## config.mk

```make
export PLATFORM = sky130hd
export DESIGN_NAME = asd_regs
export DESIGN_NICKNAME = d
export VERILOG_FILES = /design/src/pkg/asd_pkg.sv /design/src/design/asd_regs.sv
export SDC_FILE = /design/constraint.sdc
export NUM_CORES = 1
export LEC_CHECK = 0
export BUFFER_PORTS_ARGS = -buffer_cell sky130_fd_sc_hd__buf_2
export CAP_MARGIN = 20
export CELL_PAD_IN_SITES_DETAIL_PLACEMENT = 0
export CELL_PAD_IN_SITES_GLOBAL_PLACEMENT = 2
export CORE_MARGIN = 1.5
export CORE_UTILIZATION = 31
export DETAILED_ROUTE_END_ITERATION = 8
export GPL_ROUTABILITY_DRIVEN = 1
export PLACE_DENSITY_LB_ADDON = 0.08
export SYNTH_ARGS = -nofsm -noshare
export SYNTH_HDL_FRONTEND = slang
export SYNTH_SLANG_ARGS = --single-unit
```

## constraint.sdc

```tcl
create_clock -name clk_sys -period 1.68 [get_ports clk_sys]
set_input_delay 0.168 -clock clk_sys [delete_from_list [all_inputs] [get_ports clk_sys]]
set_output_delay 0.168 -clock clk_sys [all_outputs]
set_load 0.05 [all_outputs]
```

## src/pkg/asd_pkg.sv

```systemverilog
// Package for the analog status and debug register bank
package asd_pkg;
  // Register offsets
  localparam logic [7:0] OFF_STATUS = 8'h36;
  localparam logic [7:0] OFF_DEBUG = 8'h38;
  localparam logic [7:0] OFF_IRQ_STATUS = 8'h40;
  localparam logic [7:0] OFF_IRQ_MASK = 8'h42;
  // Status field positions
  localparam int POS_SIDE_SHORT = 9;
  localparam int POS_CENTER_SHORT = 8;
  localparam int POS_LOCK = 4;
  // Reset values
  localparam logic [15:0] DEBUG_RESET = 16'h01C0;
  localparam logic [2:0] IRQ_MASK_RESET = 3'h0;
  // Number of interrupt events
  localparam int NUM_EVT = 3;

  // Bias encodings for the overall bias field
  typedef enum logic [1:0] {
    ALL_NOMINAL, ALL_MINUS_50, ALL_PLUS_50, ALL_MINUS_40
  } asd_all_bias_t;
  // Bias encodings for the first-stage bias field
  typedef enum logic [1:0] {
    ST1_NOMINAL, ST1_MINUS_50, ST1_PLUS_100, ST1_PLUS_50
  } asd_st1_bias_t;

  // Debug control word layout
  typedef struct packed {
    asd_all_bias_t hp_overall_bias_sel;
    asd_st1_bias_t hp_first_stage_bias_sel;
    logic [2:0] hp_pop_suppress_level;
    logic hp_class_select;
    logic center_ground_hold;
    logic hp_ground_hold;
    logic vag_current_double;
    logic vag_class_a_only;
    logic test_adcmux_to_hp;
    logic test_hp_common_to_mux;
    logic test_mic_loop_path;
    logic analog_test_enable;
  } asd_debug_t;

  // Analog controls derived for the analog side
  typedef struct packed {
    logic hp_class_ab;
    logic hp_out_grounded;
    logic center_out_grounded;
    logic vag_ab_enable;
    logic vag_double;
    logic adcmux_to_hp;
    logic hp_common_to_mux;
    logic mic_loop;
  } asd_analog_t;
endpackage

```

## src/design/asd_regs.sv

```systemverilog
// Analog status and debug register bank
//
// Strobed register access was left to the implementer.
`timescale 1ns/1ps
// Operation
// status bit 9 shows side driver short
// status bit 8 shows center driver short
// status bit 4 shows synth lock
// overall bias code in bits 15:14
// first-stage bias code in bits 13:12
// bits 11:9 set class-A current, pull-down
// bit 8 resets one, selects class-AB
// bit 7 grounds unpowered center output
// bit 6 grounds unpowered headphone outputs
// bit 5 doubles class-A VAG current
// bit 4 disables VAG class-AB current
// bit 3 routes ADC mux to headphone
// bit 2 offers headphone common to mux
// bit 0 test paths, bit 1 mic loop; bit 0 gates only the bit 3 and bit 2 paths, the mic loop follows bit 1 alone
// software leaves debug word at reset
// remove headphone load before mux test
// status reserved bits read zero
module asd_regs (
  input wire logic clk_sys,
  input wire logic rst,
  input wire logic [7:0] addr,
  input wire logic [15:0] wdata,
  input wire logic wr,
  input wire logic rd,
  output logic [15:0] rdata,
  input wire logic side_short_in,
  input wire logic center_short_in,
  input wire logic synth_lock_in,
  input wire logic hp_powered,
  input wire logic center_powered,
  output asd_pkg::asd_debug_t debug_ctl,
  output asd_pkg::asd_analog_t analog_ctl,
  output logic irq
);

  logic [2:0] sync1_ff;
  logic [2:0] sync2_ff;
  logic [1:0] pwr1_ff;
  logic [1:0] pwr2_ff;
  logic [2:0] evt_prev_ff;
  asd_pkg::asd_debug_t debug_ff;
  logic [2:0] irq_sts_ff;
  logic [2:0] irq_mask_ff;
  logic [15:0] rdata_ff;
  logic [15:0] status_word;
  logic [2:0] evt_rise;
  logic sts_rd;
  logic wr_debug;
  logic wr_mask;

  // Exact match of the bus address against one register offset
  function automatic logic asd_hit(logic [7:0] a, logic [7:0] off);
    return a == off;
  endfunction

  // Two-stage synchronisers for analog status inputs
  always_ff @(posedge clk_sys or posedge rst) begin
    if (rst) begin
      sync1_ff <= 3'h0;
      sync2_ff <= 3'h0;
    end else begin
      sync1_ff <= {side_short_in, center_short_in, synth_lock_in};
      sync2_ff <= sync1_ff;
    end
  end

  // Synchronisers for power state inputs
  always_ff @(posedge clk_sys or posedge rst) begin
    if (rst) begin
      pwr1_ff <= 2'h0;
      pwr2_ff <= 2'h0;
    end else begin
      pwr1_ff <= {hp_powered, center_powered};
      pwr2_ff <= pwr1_ff;
    end
  end

  // Live status word, reserved bits zero
  always_comb begin
    status_word = 16'h0000;
    status_word[asd_pkg::POS_SIDE_SHORT] = sync2_ff[2];
    status_word[asd_pkg::POS_CENTER_SHORT] = sync2_ff[1];
    status_word[asd_pkg::POS_LOCK] = sync2_ff[0];
  end

  // Debug control register
  always_ff @(posedge clk_sys or posedge rst) begin
    if (rst) begin
      debug_ff <= asd_pkg::DEBUG_RESET;
    end else if (wr_debug) begin
      debug_ff <= wdata;
    end
  end

  assign debug_ctl = debug_ff;

  // Analog controls derived from debug word
  always_comb begin
    analog_ctl.hp_class_ab = debug_ff.hp_class_select;
    analog_ctl.hp_out_grounded = debug_ff.hp_ground_hold && !pwr2_ff[1];
    analog_ctl.center_out_grounded =
      debug_ff.center_ground_hold && !pwr2_ff[0];
    analog_ctl.vag_ab_enable = !debug_ff.vag_class_a_only;
    analog_ctl.vag_double =
      debug_ff.vag_current_double && debug_ff.vag_class_a_only;
    analog_ctl.adcmux_to_hp =
      debug_ff.analog_test_enable && debug_ff.test_adcmux_to_hp;
    analog_ctl.hp_common_to_mux =
      debug_ff.analog_test_enable && debug_ff.test_hp_common_to_mux;
    analog_ctl.mic_loop = debug_ff.test_mic_loop_path;
  end

  // Rising edges of status flags become events
  always_ff @(posedge clk_sys or posedge rst) begin
    if (rst) begin
      evt_prev_ff <= 3'h0;
    end else begin
      evt_prev_ff <= sync2_ff;
    end
  end

  assign evt_rise = sync2_ff & ~evt_prev_ff;

  // Decoded bus strobes
  assign sts_rd = rd && asd_hit(addr, asd_pkg::OFF_IRQ_STATUS);
  assign wr_debug = wr && asd_hit(addr, asd_pkg::OFF_DEBUG);
  assign wr_mask = wr && asd_hit(addr, asd_pkg::OFF_IRQ_MASK);

  // Sticky event bits, set wins over read clear
  always_ff @(posedge clk_sys or posedge rst) begin
    if (rst) begin
      irq_sts_ff <= 3'h0;
    end else if (sts_rd) begin
      irq_sts_ff <= evt_rise;
    end else begin
      irq_sts_ff <= irq_sts_ff | evt_rise;
    end
  end

  // Interrupt mask register
  always_ff @(posedge clk_sys or posedge rst) begin
    if (rst) begin
      irq_mask_ff <= asd_pkg::IRQ_MASK_RESET;
    end else if (wr_mask) begin
      irq_mask_ff <= wdata[2:0];
    end
  end

  assign irq = |(irq_sts_ff & irq_mask_ff);

  // Read data, one cycle after the strobe, zero otherwise
  always_ff @(posedge clk_sys or posedge rst) begin
    if (rst) begin
      rdata_ff <= 16'h0000;
    end else if (rd) begin
      unique case (addr)
        asd_pkg::OFF_STATUS: rdata_ff <= status_word;
        asd_pkg::OFF_DEBUG: rdata_ff <= debug_ff;
        asd_pkg::OFF_IRQ_STATUS: rdata_ff <= {13'h0, irq_sts_ff};
        asd_pkg::OFF_IRQ_MASK: rdata_ff <= {13'h0, irq_mask_ff};
        default: rdata_ff <= 16'h0000;
      endcase
    end else begin
      rdata_ff <= 16'h0000;
    end
  end

  assign rdata = rdata_ff;

  // Status reads, pins seen through two sync stages
  side_flag_a: assert property (
    @(posedge clk_sys) disable iff (rst)
    rd && addr == asd_pkg::OFF_STATUS
    |=> rdata[asd_pkg::POS_SIDE_SHORT] == $past(side_short_in, 3))
    else $error("side short flag wrong");

  center_flag_a: assert property (
    @(posedge clk_sys) disable iff (rst)
    rd && addr == asd_pkg::OFF_STATUS
    |=> rdata[asd_pkg::POS_CENTER_SHORT] == $past(center_short_in, 3))
    else $error("center short flag wrong");

  lock_flag_a: assert property (
    @(posedge clk_sys) disable iff (rst)
    rd && addr == asd_pkg::OFF_STATUS
    |=> rdata[asd_pkg::POS_LOCK] == $past(synth_lock_in, 3))
    else $error("lock flag wrong");

  reserved_zero_a: assert property (
    @(posedge clk_sys) disable iff (rst)
    rd && addr == asd_pkg::OFF_STATUS
    |=> (rdata & 16'hFCEF) == 16'h0000)
    else $error("reserved status bits set");

  status_ro_a: assert property (
    @(posedge clk_sys) disable iff (rst)
    wr && addr == asd_pkg::OFF_STATUS
    |=> $stable(debug_ctl) && $stable(irq_mask_ff))
    else $error("status write changed a register");

  // Debug word writes, reads and hold
  debug_write_a: assert property (
    @(posedge clk_sys) disable iff (rst)
    wr && addr == asd_pkg::OFF_DEBUG
    |=> debug_ctl == $past(wdata))
    else $error("debug word not written");

  overall_bias_a: assert property (
    @(posedge clk_sys) disable iff (rst)
    wr && addr == asd_pkg::OFF_DEBUG
    |=> debug_ctl.hp_overall_bias_sel == $past(wdata[15:14]))
    else $error("overall bias field misplaced");

  stage_bias_a: assert property (
    @(posedge clk_sys) disable iff (rst)
    wr && addr == asd_pkg::OFF_DEBUG
    |=> debug_ctl.hp_first_stage_bias_sel == $past(wdata[13:12]))
    else $error("first-stage bias field misplaced");

  pop_level_a: assert property (
    @(posedge clk_sys) disable iff (rst)
    wr && addr == asd_pkg::OFF_DEBUG
    |=> debug_ctl.hp_pop_suppress_level == $past(wdata[11:9]))
    else $error("class-A current field misplaced");

  test_bits_a: assert property (
    @(posedge clk_sys) disable iff (rst)
    wr && addr == asd_pkg::OFF_DEBUG
    |=> debug_ctl.analog_test_enable == $past(wdata[0])
    && debug_ctl.test_mic_loop_path == $past(wdata[1]))
    else $error("test enable bits misplaced");

  debug_hold_a: assert property (
    @(posedge clk_sys) disable iff (rst)
    !(wr && addr == asd_pkg::OFF_DEBUG)
    |=> $stable(debug_ctl))
    else $error("debug word changed without write");

  debug_read_a: assert property (
    @(posedge clk_sys) disable iff (rst)
    rd && addr == asd_pkg::OFF_DEBUG
    |=> rdata == $past(debug_ctl))
    else $error("debug word read wrong");

  class_sel_a: assert property (
    @(posedge clk_sys) disable iff (rst)
    analog_ctl.hp_class_ab == debug_ctl.hp_class_select)
    else $error("class select mismatch");

  // Analog controls against the debug word and power pins
  hp_ground_a: assert property (
    @(posedge clk_sys) disable iff (rst)
    analog_ctl.hp_out_grounded
    == (debug_ctl.hp_ground_hold && !$past(hp_powered, 2)))
    else $error("headphone ground hold wrong");

  center_ground_a: assert property (
    @(posedge clk_sys) disable iff (rst)
    analog_ctl.center_out_grounded
    == (debug_ctl.center_ground_hold && !$past(center_powered, 2)))
    else $error("center ground hold wrong");

  vag_ab_a: assert property (
    @(posedge clk_sys) disable iff (rst)
    debug_ctl.vag_class_a_only
    |-> !analog_ctl.vag_ab_enable)
    else $error("vag class-AB not disabled");

  vag_ab_on_a: assert property (
    @(posedge clk_sys) disable iff (rst)
    !debug_ctl.vag_class_a_only
    |-> analog_ctl.vag_ab_enable)
    else $error("vag class-AB wrongly off");

  vag_double_a: assert property (
    @(posedge clk_sys) disable iff (rst)
    analog_ctl.vag_double
    |-> debug_ctl.vag_current_double)
    else $error("vag double wrong");

  vag_mode_a: assert property (
    @(posedge clk_sys) disable iff (rst)
    debug_ctl.vag_current_double && debug_ctl.vag_class_a_only
    |-> analog_ctl.vag_double)
    else $error("vag double missing in class-A");

  mux_route_a: assert property (
    @(posedge clk_sys) disable iff (rst)
    analog_ctl.adcmux_to_hp
    |-> debug_ctl.test_adcmux_to_hp)
    else $error("mux to headphone wrong");

  mux_gate_a: assert property (
    @(posedge clk_sys) disable iff (rst)
    analog_ctl.adcmux_to_hp
    |-> debug_ctl.analog_test_enable)
    else $error("mux path open outside test mode");

  common_mux_a: assert property (
    @(posedge clk_sys) disable iff (rst)
    analog_ctl.hp_common_to_mux
    |-> debug_ctl.test_hp_common_to_mux)
    else $error("common to mux wrong");

  common_gate_a: assert property (
    @(posedge clk_sys) disable iff (rst)
    analog_ctl.hp_common_to_mux
    |-> debug_ctl.analog_test_enable)
    else $error("common path open outside test mode");

  mic_loop_a: assert property (
    @(posedge clk_sys) disable iff (rst)
    analog_ctl.mic_loop == debug_ctl.test_mic_loop_path)
    else $error("mic loop wrong");

  // Interrupt status and mask
  mask_write_a: assert property (
    @(posedge clk_sys) disable iff (rst)
    wr && addr == asd_pkg::OFF_IRQ_MASK
    |=> irq_mask_ff == $past(wdata[2:0]))
    else $error("mask not written");

  mask_read_a: assert property (
    @(posedge clk_sys) disable iff (rst)
    rd && addr == asd_pkg::OFF_IRQ_MASK
    |=> rdata == {13'h0, $past(irq_mask_ff)})
    else $error("mask read wrong");

  sts_read_a: assert property (
    @(posedge clk_sys) disable iff (rst)
    rd && addr == asd_pkg::OFF_IRQ_STATUS
    |=> rdata == {13'h0, $past(irq_sts_ff)})
    else $error("event status read wrong");

  sts_clear_a: assert property (
    @(posedge clk_sys) disable iff (rst)
    sts_rd
    |=> irq_sts_ff == $past(evt_rise))
    else $error("event status not cleared");

  evt_set_a: assert property (
    @(posedge clk_sys) disable iff (rst)
    evt_rise != 3'h0
    |=> (irq_sts_ff & $past(evt_rise)) == $past(evt_rise))
    else $error("event lost");

  sts_hold_a: assert property (
    @(posedge clk_sys) disable iff (rst)
    !sts_rd
    |=> (irq_sts_ff & $past(irq_sts_ff)) == $past(irq_sts_ff))
    else $error("event status dropped");

  side_event_a: assert property (
    @(posedge clk_sys) disable iff (rst)
    $past(side_short_in, 2) && !$past(side_short_in, 3)
    |=> irq_sts_ff[2])
    else $error("side short event missing");

  center_event_a: assert property (
    @(posedge clk_sys) disable iff (rst)
    $past(center_short_in, 2) && !$past(center_short_in, 3)
    |=> irq_sts_ff[1])
    else $error("center short event missing");

  lock_event_a: assert property (
    @(posedge clk_sys) disable iff (rst)
    $past(synth_lock_in, 2) && !$past(synth_lock_in, 3)
    |=> irq_sts_ff[0])
    else $error("lock event missing");

  irq_masked_a: assert property (
    @(posedge clk_sys) disable iff (rst)
    irq_mask_ff == 3'h0
    |-> !irq)
    else $error("interrupt raised while masked");

  // Read data timing on the register bus
  rdata_idle_a: assert property (
    @(posedge clk_sys) disable iff (rst)
    !rd
    |=> rdata == 16'h0000)
    else $error("read data outside read slot");

  unmapped_rd_a: assert property (
    @(posedge clk_sys) disable iff (rst)
    rd && addr != asd_pkg::OFF_STATUS && addr != asd_pkg::OFF_DEBUG
    && addr != asd_pkg::OFF_IRQ_STATUS && addr != asd_pkg::OFF_IRQ_MASK
    |=> rdata == 16'h0000)
    else $error("unmapped read not zero");

endmodule // asd_regs

```

==> metrics.yaml <==
outcome: "complete, no violations"
worstSetupStartpointType: "register"
floorplan.io_pins: 74
die_h_um: 83.8
grt_pass1_wl_mm: 7.67
synthesis.yosys.warnings: 0
synth_seq_cells: 51
p_clk_frac: 0.387
max-clock-path-buffers: 2
tritoncts: "done"
start_util: 0.320
grt_setup_unrepaired: "no"
clock-sinks: 51
postRouteAntennaNets: 0
routed_wl_mm: 4.62
worst_path_arrival_ps: 1340
die-area_mm2: 0.00702
final_setup_violation_count: 0
hold_path_cells: 2
critical_path_fanouts_max: 3
net-switching-power_w: 0.000618
cts_buffers: 5
syn-instance-count: 139
timing.final.ws_setup_ps: 172
number_of_global_route_vias_before_repair: 1517
worstRegToRegCells: 2
dr.first_iter.drc_count: 78
required_ps: 1510
dp_hpwl_mm: 3.39
die_width_um: 83.8
worst_setup_hold_path_clk_slew_ps: 100
worst-setup-path-type: "reg -> out"
synth_largest_type_area_fraction: 0.594
setup_skew_after_layout_ps: 4.69
r2r_setup_slack_ps: 620
post_syn_area_mm2: 0.00202
power.static_leakage_nw: 1.46
max-slew-margin-rel: 0.669
fillCellCount: 623
cts_setup_buffers: 0
timing.max_cap.violations: 0
timing.hold.worst.class: "in -> reg"
design.final.nets: 255
synth_cell_type_count: 28
floorplan.core_area_mm2: 0.00631
detail_route.first_pass.iterations: 4
pwr-share-comb: 0.111
worst-slew-pin-transition_ps: 496
syn_avg_cell_area_um2: 14.5
post_cts_resize_count: 0
synth.yosys.seq_area_share: 0.633
setup_total_negative_slack_ps: 0
postSynthNetCount: 172
worstSkewPairLatency_ps: 300
global_route.usage.total: 0.140
antennaDiodeCount: 0
flow.area_growth_from_synthesis_pct: 32.3
crit_path_end_kind: "primary output"
finalMaxSlewViolations: 0
timing.final.crit_period_ps: 1510
gp_congestion: 0.792
timing.final.crit_share: 0.898
placement.setup.worst_slack_ps: 149
irDropWorstVdd_mv: 0.490
rows: 29
global_route.overflow_total: 0
grt_antenna_before_repair: 0
dr_vias: 1439
power_per_cell_area_mw_per_mm2: 965
ratio_of_cells_with_drive_above_1_in_the_final_layout: 0.511
route.detailed.vias_per_inst: 4.80
remaining_drc_errors: 0
synthDominantAreaCellType: "sky130_fd_sc_hd__dfrtp_1"
clock-root-buffer: "sky130_fd_sc_hd__clkbuf_8"
placement.io_buffers: 73
sw_frac_of_total: 0.239
post_synth_main_area_contributors: "sky130_fd_sc_hd__dfrtp_1 (59%), sky130_fd_sc_hd__mux2_4 (7.4%), sky130_fd_sc_hd__mux2_2 (6.7%)"
clock.fmax_ghz: 0.663
finalHoldViolations: 0
post_drt_wl_per_cell_um: 15.4
cellInternalPower_w: 0.00196
count_of_h_tree_levels_built_during_cts: 2
seqPwrFrac: 0.502
grt_start_max_net_pins: 30
[cells in the mapped netlist]
| cell | number |
|---|---|
| sky130_fd_sc_hd__and3b_1 | 2 |
| sky130_fd_sc_hd__mux2_2 | 12 |
| sky130_fd_sc_hd__nand4_1 | 10 |
| sky130_fd_sc_hd__a22o_1 | 3 |
| sky130_fd_sc_hd__mux2_4 | 10 |
| sky130_fd_sc_hd__clkbuf_1 | 2 |
| sky130_fd_sc_hd__nand3_1 | 3 |
| sky130_fd_sc_hd__buf_6 | 2 |
| sky130_fd_sc_hd__o211ai_1 | 1 |
| sky130_fd_sc_hd__buf_4 | 2 |
| sky130_fd_sc_hd__nor2b_1 | 2 |
| sky130_fd_sc_hd__buf_2 | 2 |
| sky130_fd_sc_hd__nor3b_1 | 1 |
| sky130_fd_sc_hd__inv_1 | 7 |
| sky130_fd_sc_hd__nor3b_4 | 1 |
| sky130_fd_sc_hd__dfrtp_1 | 48 |
| sky130_fd_sc_hd__nand2_1 | 1 |
| sky130_fd_sc_hd__and2_1 | 3 |
| sky130_fd_sc_hd__nor2_1 | 1 |
| sky130_fd_sc_hd__nor3_1 | 1 |
| sky130_fd_sc_hd__a222oi_1 | 1 |
| sky130_fd_sc_hd__dfstp_2 | 3 |
| sky130_fd_sc_hd__a221oi_1 | 6 |
| sky130_fd_sc_hd__nor4_1 | 1 |
| sky130_fd_sc_hd__nand4b_1 | 1 |
| sky130_fd_sc_hd__nand4_4 | 1 |
| sky130_fd_sc_hd__nor4b_1 | 1 |
| sky130_fd_sc_hd__and3_1 | 11 |
[worst max-delay path, cell delays in order, from the launching register on]
cell	delay, ps
sky130_fd_sc_hd__dfrtp_1	410
sky130_fd_sc_hd__a222oi_1	340
sky130_fd_sc_hd__inv_1	70
sky130_fd_sc_hd__buf_2	210
[cell families after synthesis]
group	share of synthesized area
buffers and inverters	0.0402
flip-flops	0.633
multiplexers	0.141
AO/OA/AOI/OAI	0.0477
AND/OR/NAND/NOR	0.138
[final cells by class]
class	instances	area (um^2)	area share
clock inverter	3	67.6	0.0253
sequential	51	1280	0.478
timing repair buffer	84	475	0.178
clock buffer	5	68.8	0.0257
multi-input combinational	73	661	0.247
tap	77	96.3	0.0360
inverter	7	26.3	0.00982
[layer usage]
metal  track usage  share of wire
met4        0.0402          0.011
met3        0.0445          0.066
met1         0.178           0.43
met5             0              0
met2         0.230           0.49
[flip-flops by register name, indices dropped and copies added, names as in the netlist]
register,cells
rdata,16
evt_prev_ff,3
analog_ctl,2
irq_sts_ff,3
irq_mask_ff,3
sync1_ff,3
pwr2_ff,2
sync2_ff,3
pwr1_ff,2
debug_ctl,14
[power groups by stage]
stage               registers, W  logic [W]  clock network, W
floorplan                0.00138   0.000120                 0
global placement         0.00132   0.000276                 0
detailed placement       0.00132   0.000281                 0
CTS                      0.00130   0.000292           0.00104
global route             0.00130   0.000310           0.00110
finish                   0.00130   0.000288          0.000999
[cell usage in the layout, fill, tap and decap left out, types with 4 or more instances in the layout]
cell and n:
sky130_fd_sc_hd__buf_2 73, sky130_fd_sc_hd__dfrtp_1 48, sky130_fd_sc_hd__mux2_2 12, sky130_fd_sc_hd__and3_1 11, sky130_fd_sc_hd__nand4_1 10, sky130_fd_sc_hd__mux2_4 10, sky130_fd_sc_hd__inv_1 6, sky130_fd_sc_hd__a221oi_1 6
sky130_fd_sc_hd__dlygate4sd3_1 6, sky130_fd_sc_hd__clkbuf_8 5, sky130_fd_sc_hd__buf_4 4
[path summary, 6_finish.rpt]
check | startpoint | to
worst max-delay path | irq_sts_ff[2]$_DFF_PP0_ | irq
worst min-delay path | wdata[10] | debug_ctl[10]$_DFFE_PP0P_
worst max register to register | analog_ctl[7]$_DFFE_PP1P_ | rdata[8]$_DFF_PP0_
worst min register to register | sync1_ff[0]$_DFF_PP0_ | sync2_ff[0]$_DFF_PP0_
max in group asynchronous | rst | analog_ctl[7]$_DFFE_PP1P_
min in group asynchronous | rst | debug_ctl[10]$_DFFE_PP0P_
[per-stage QoR]
step | utilization | std cells | hold slack (ps) | cell area, um^2 | total power, W
detailed placement | 0.393 | 286 | 224 | 2480 | 0.00160
finish | 0.424 | 300 | 88.2 | 2680 | 0.00258
global placement | 0.393 | 286 | 207 | 2480 | 0.00159
global route | 0.424 | 300 | 69.8 | 2680 | 0.00271
CTS | 0.424 | 300 | 80.8 | 2680 | 0.00262
floorplan | - | 139 | 199 | 2020 | 0.00150
[repair_timing]
action,4_1_cts,5_1_grt
hold buffers,6,0
hold endpoints to repair,25,0
setup endpoints to repair,0,0
(Power assumes the default switching activity.)
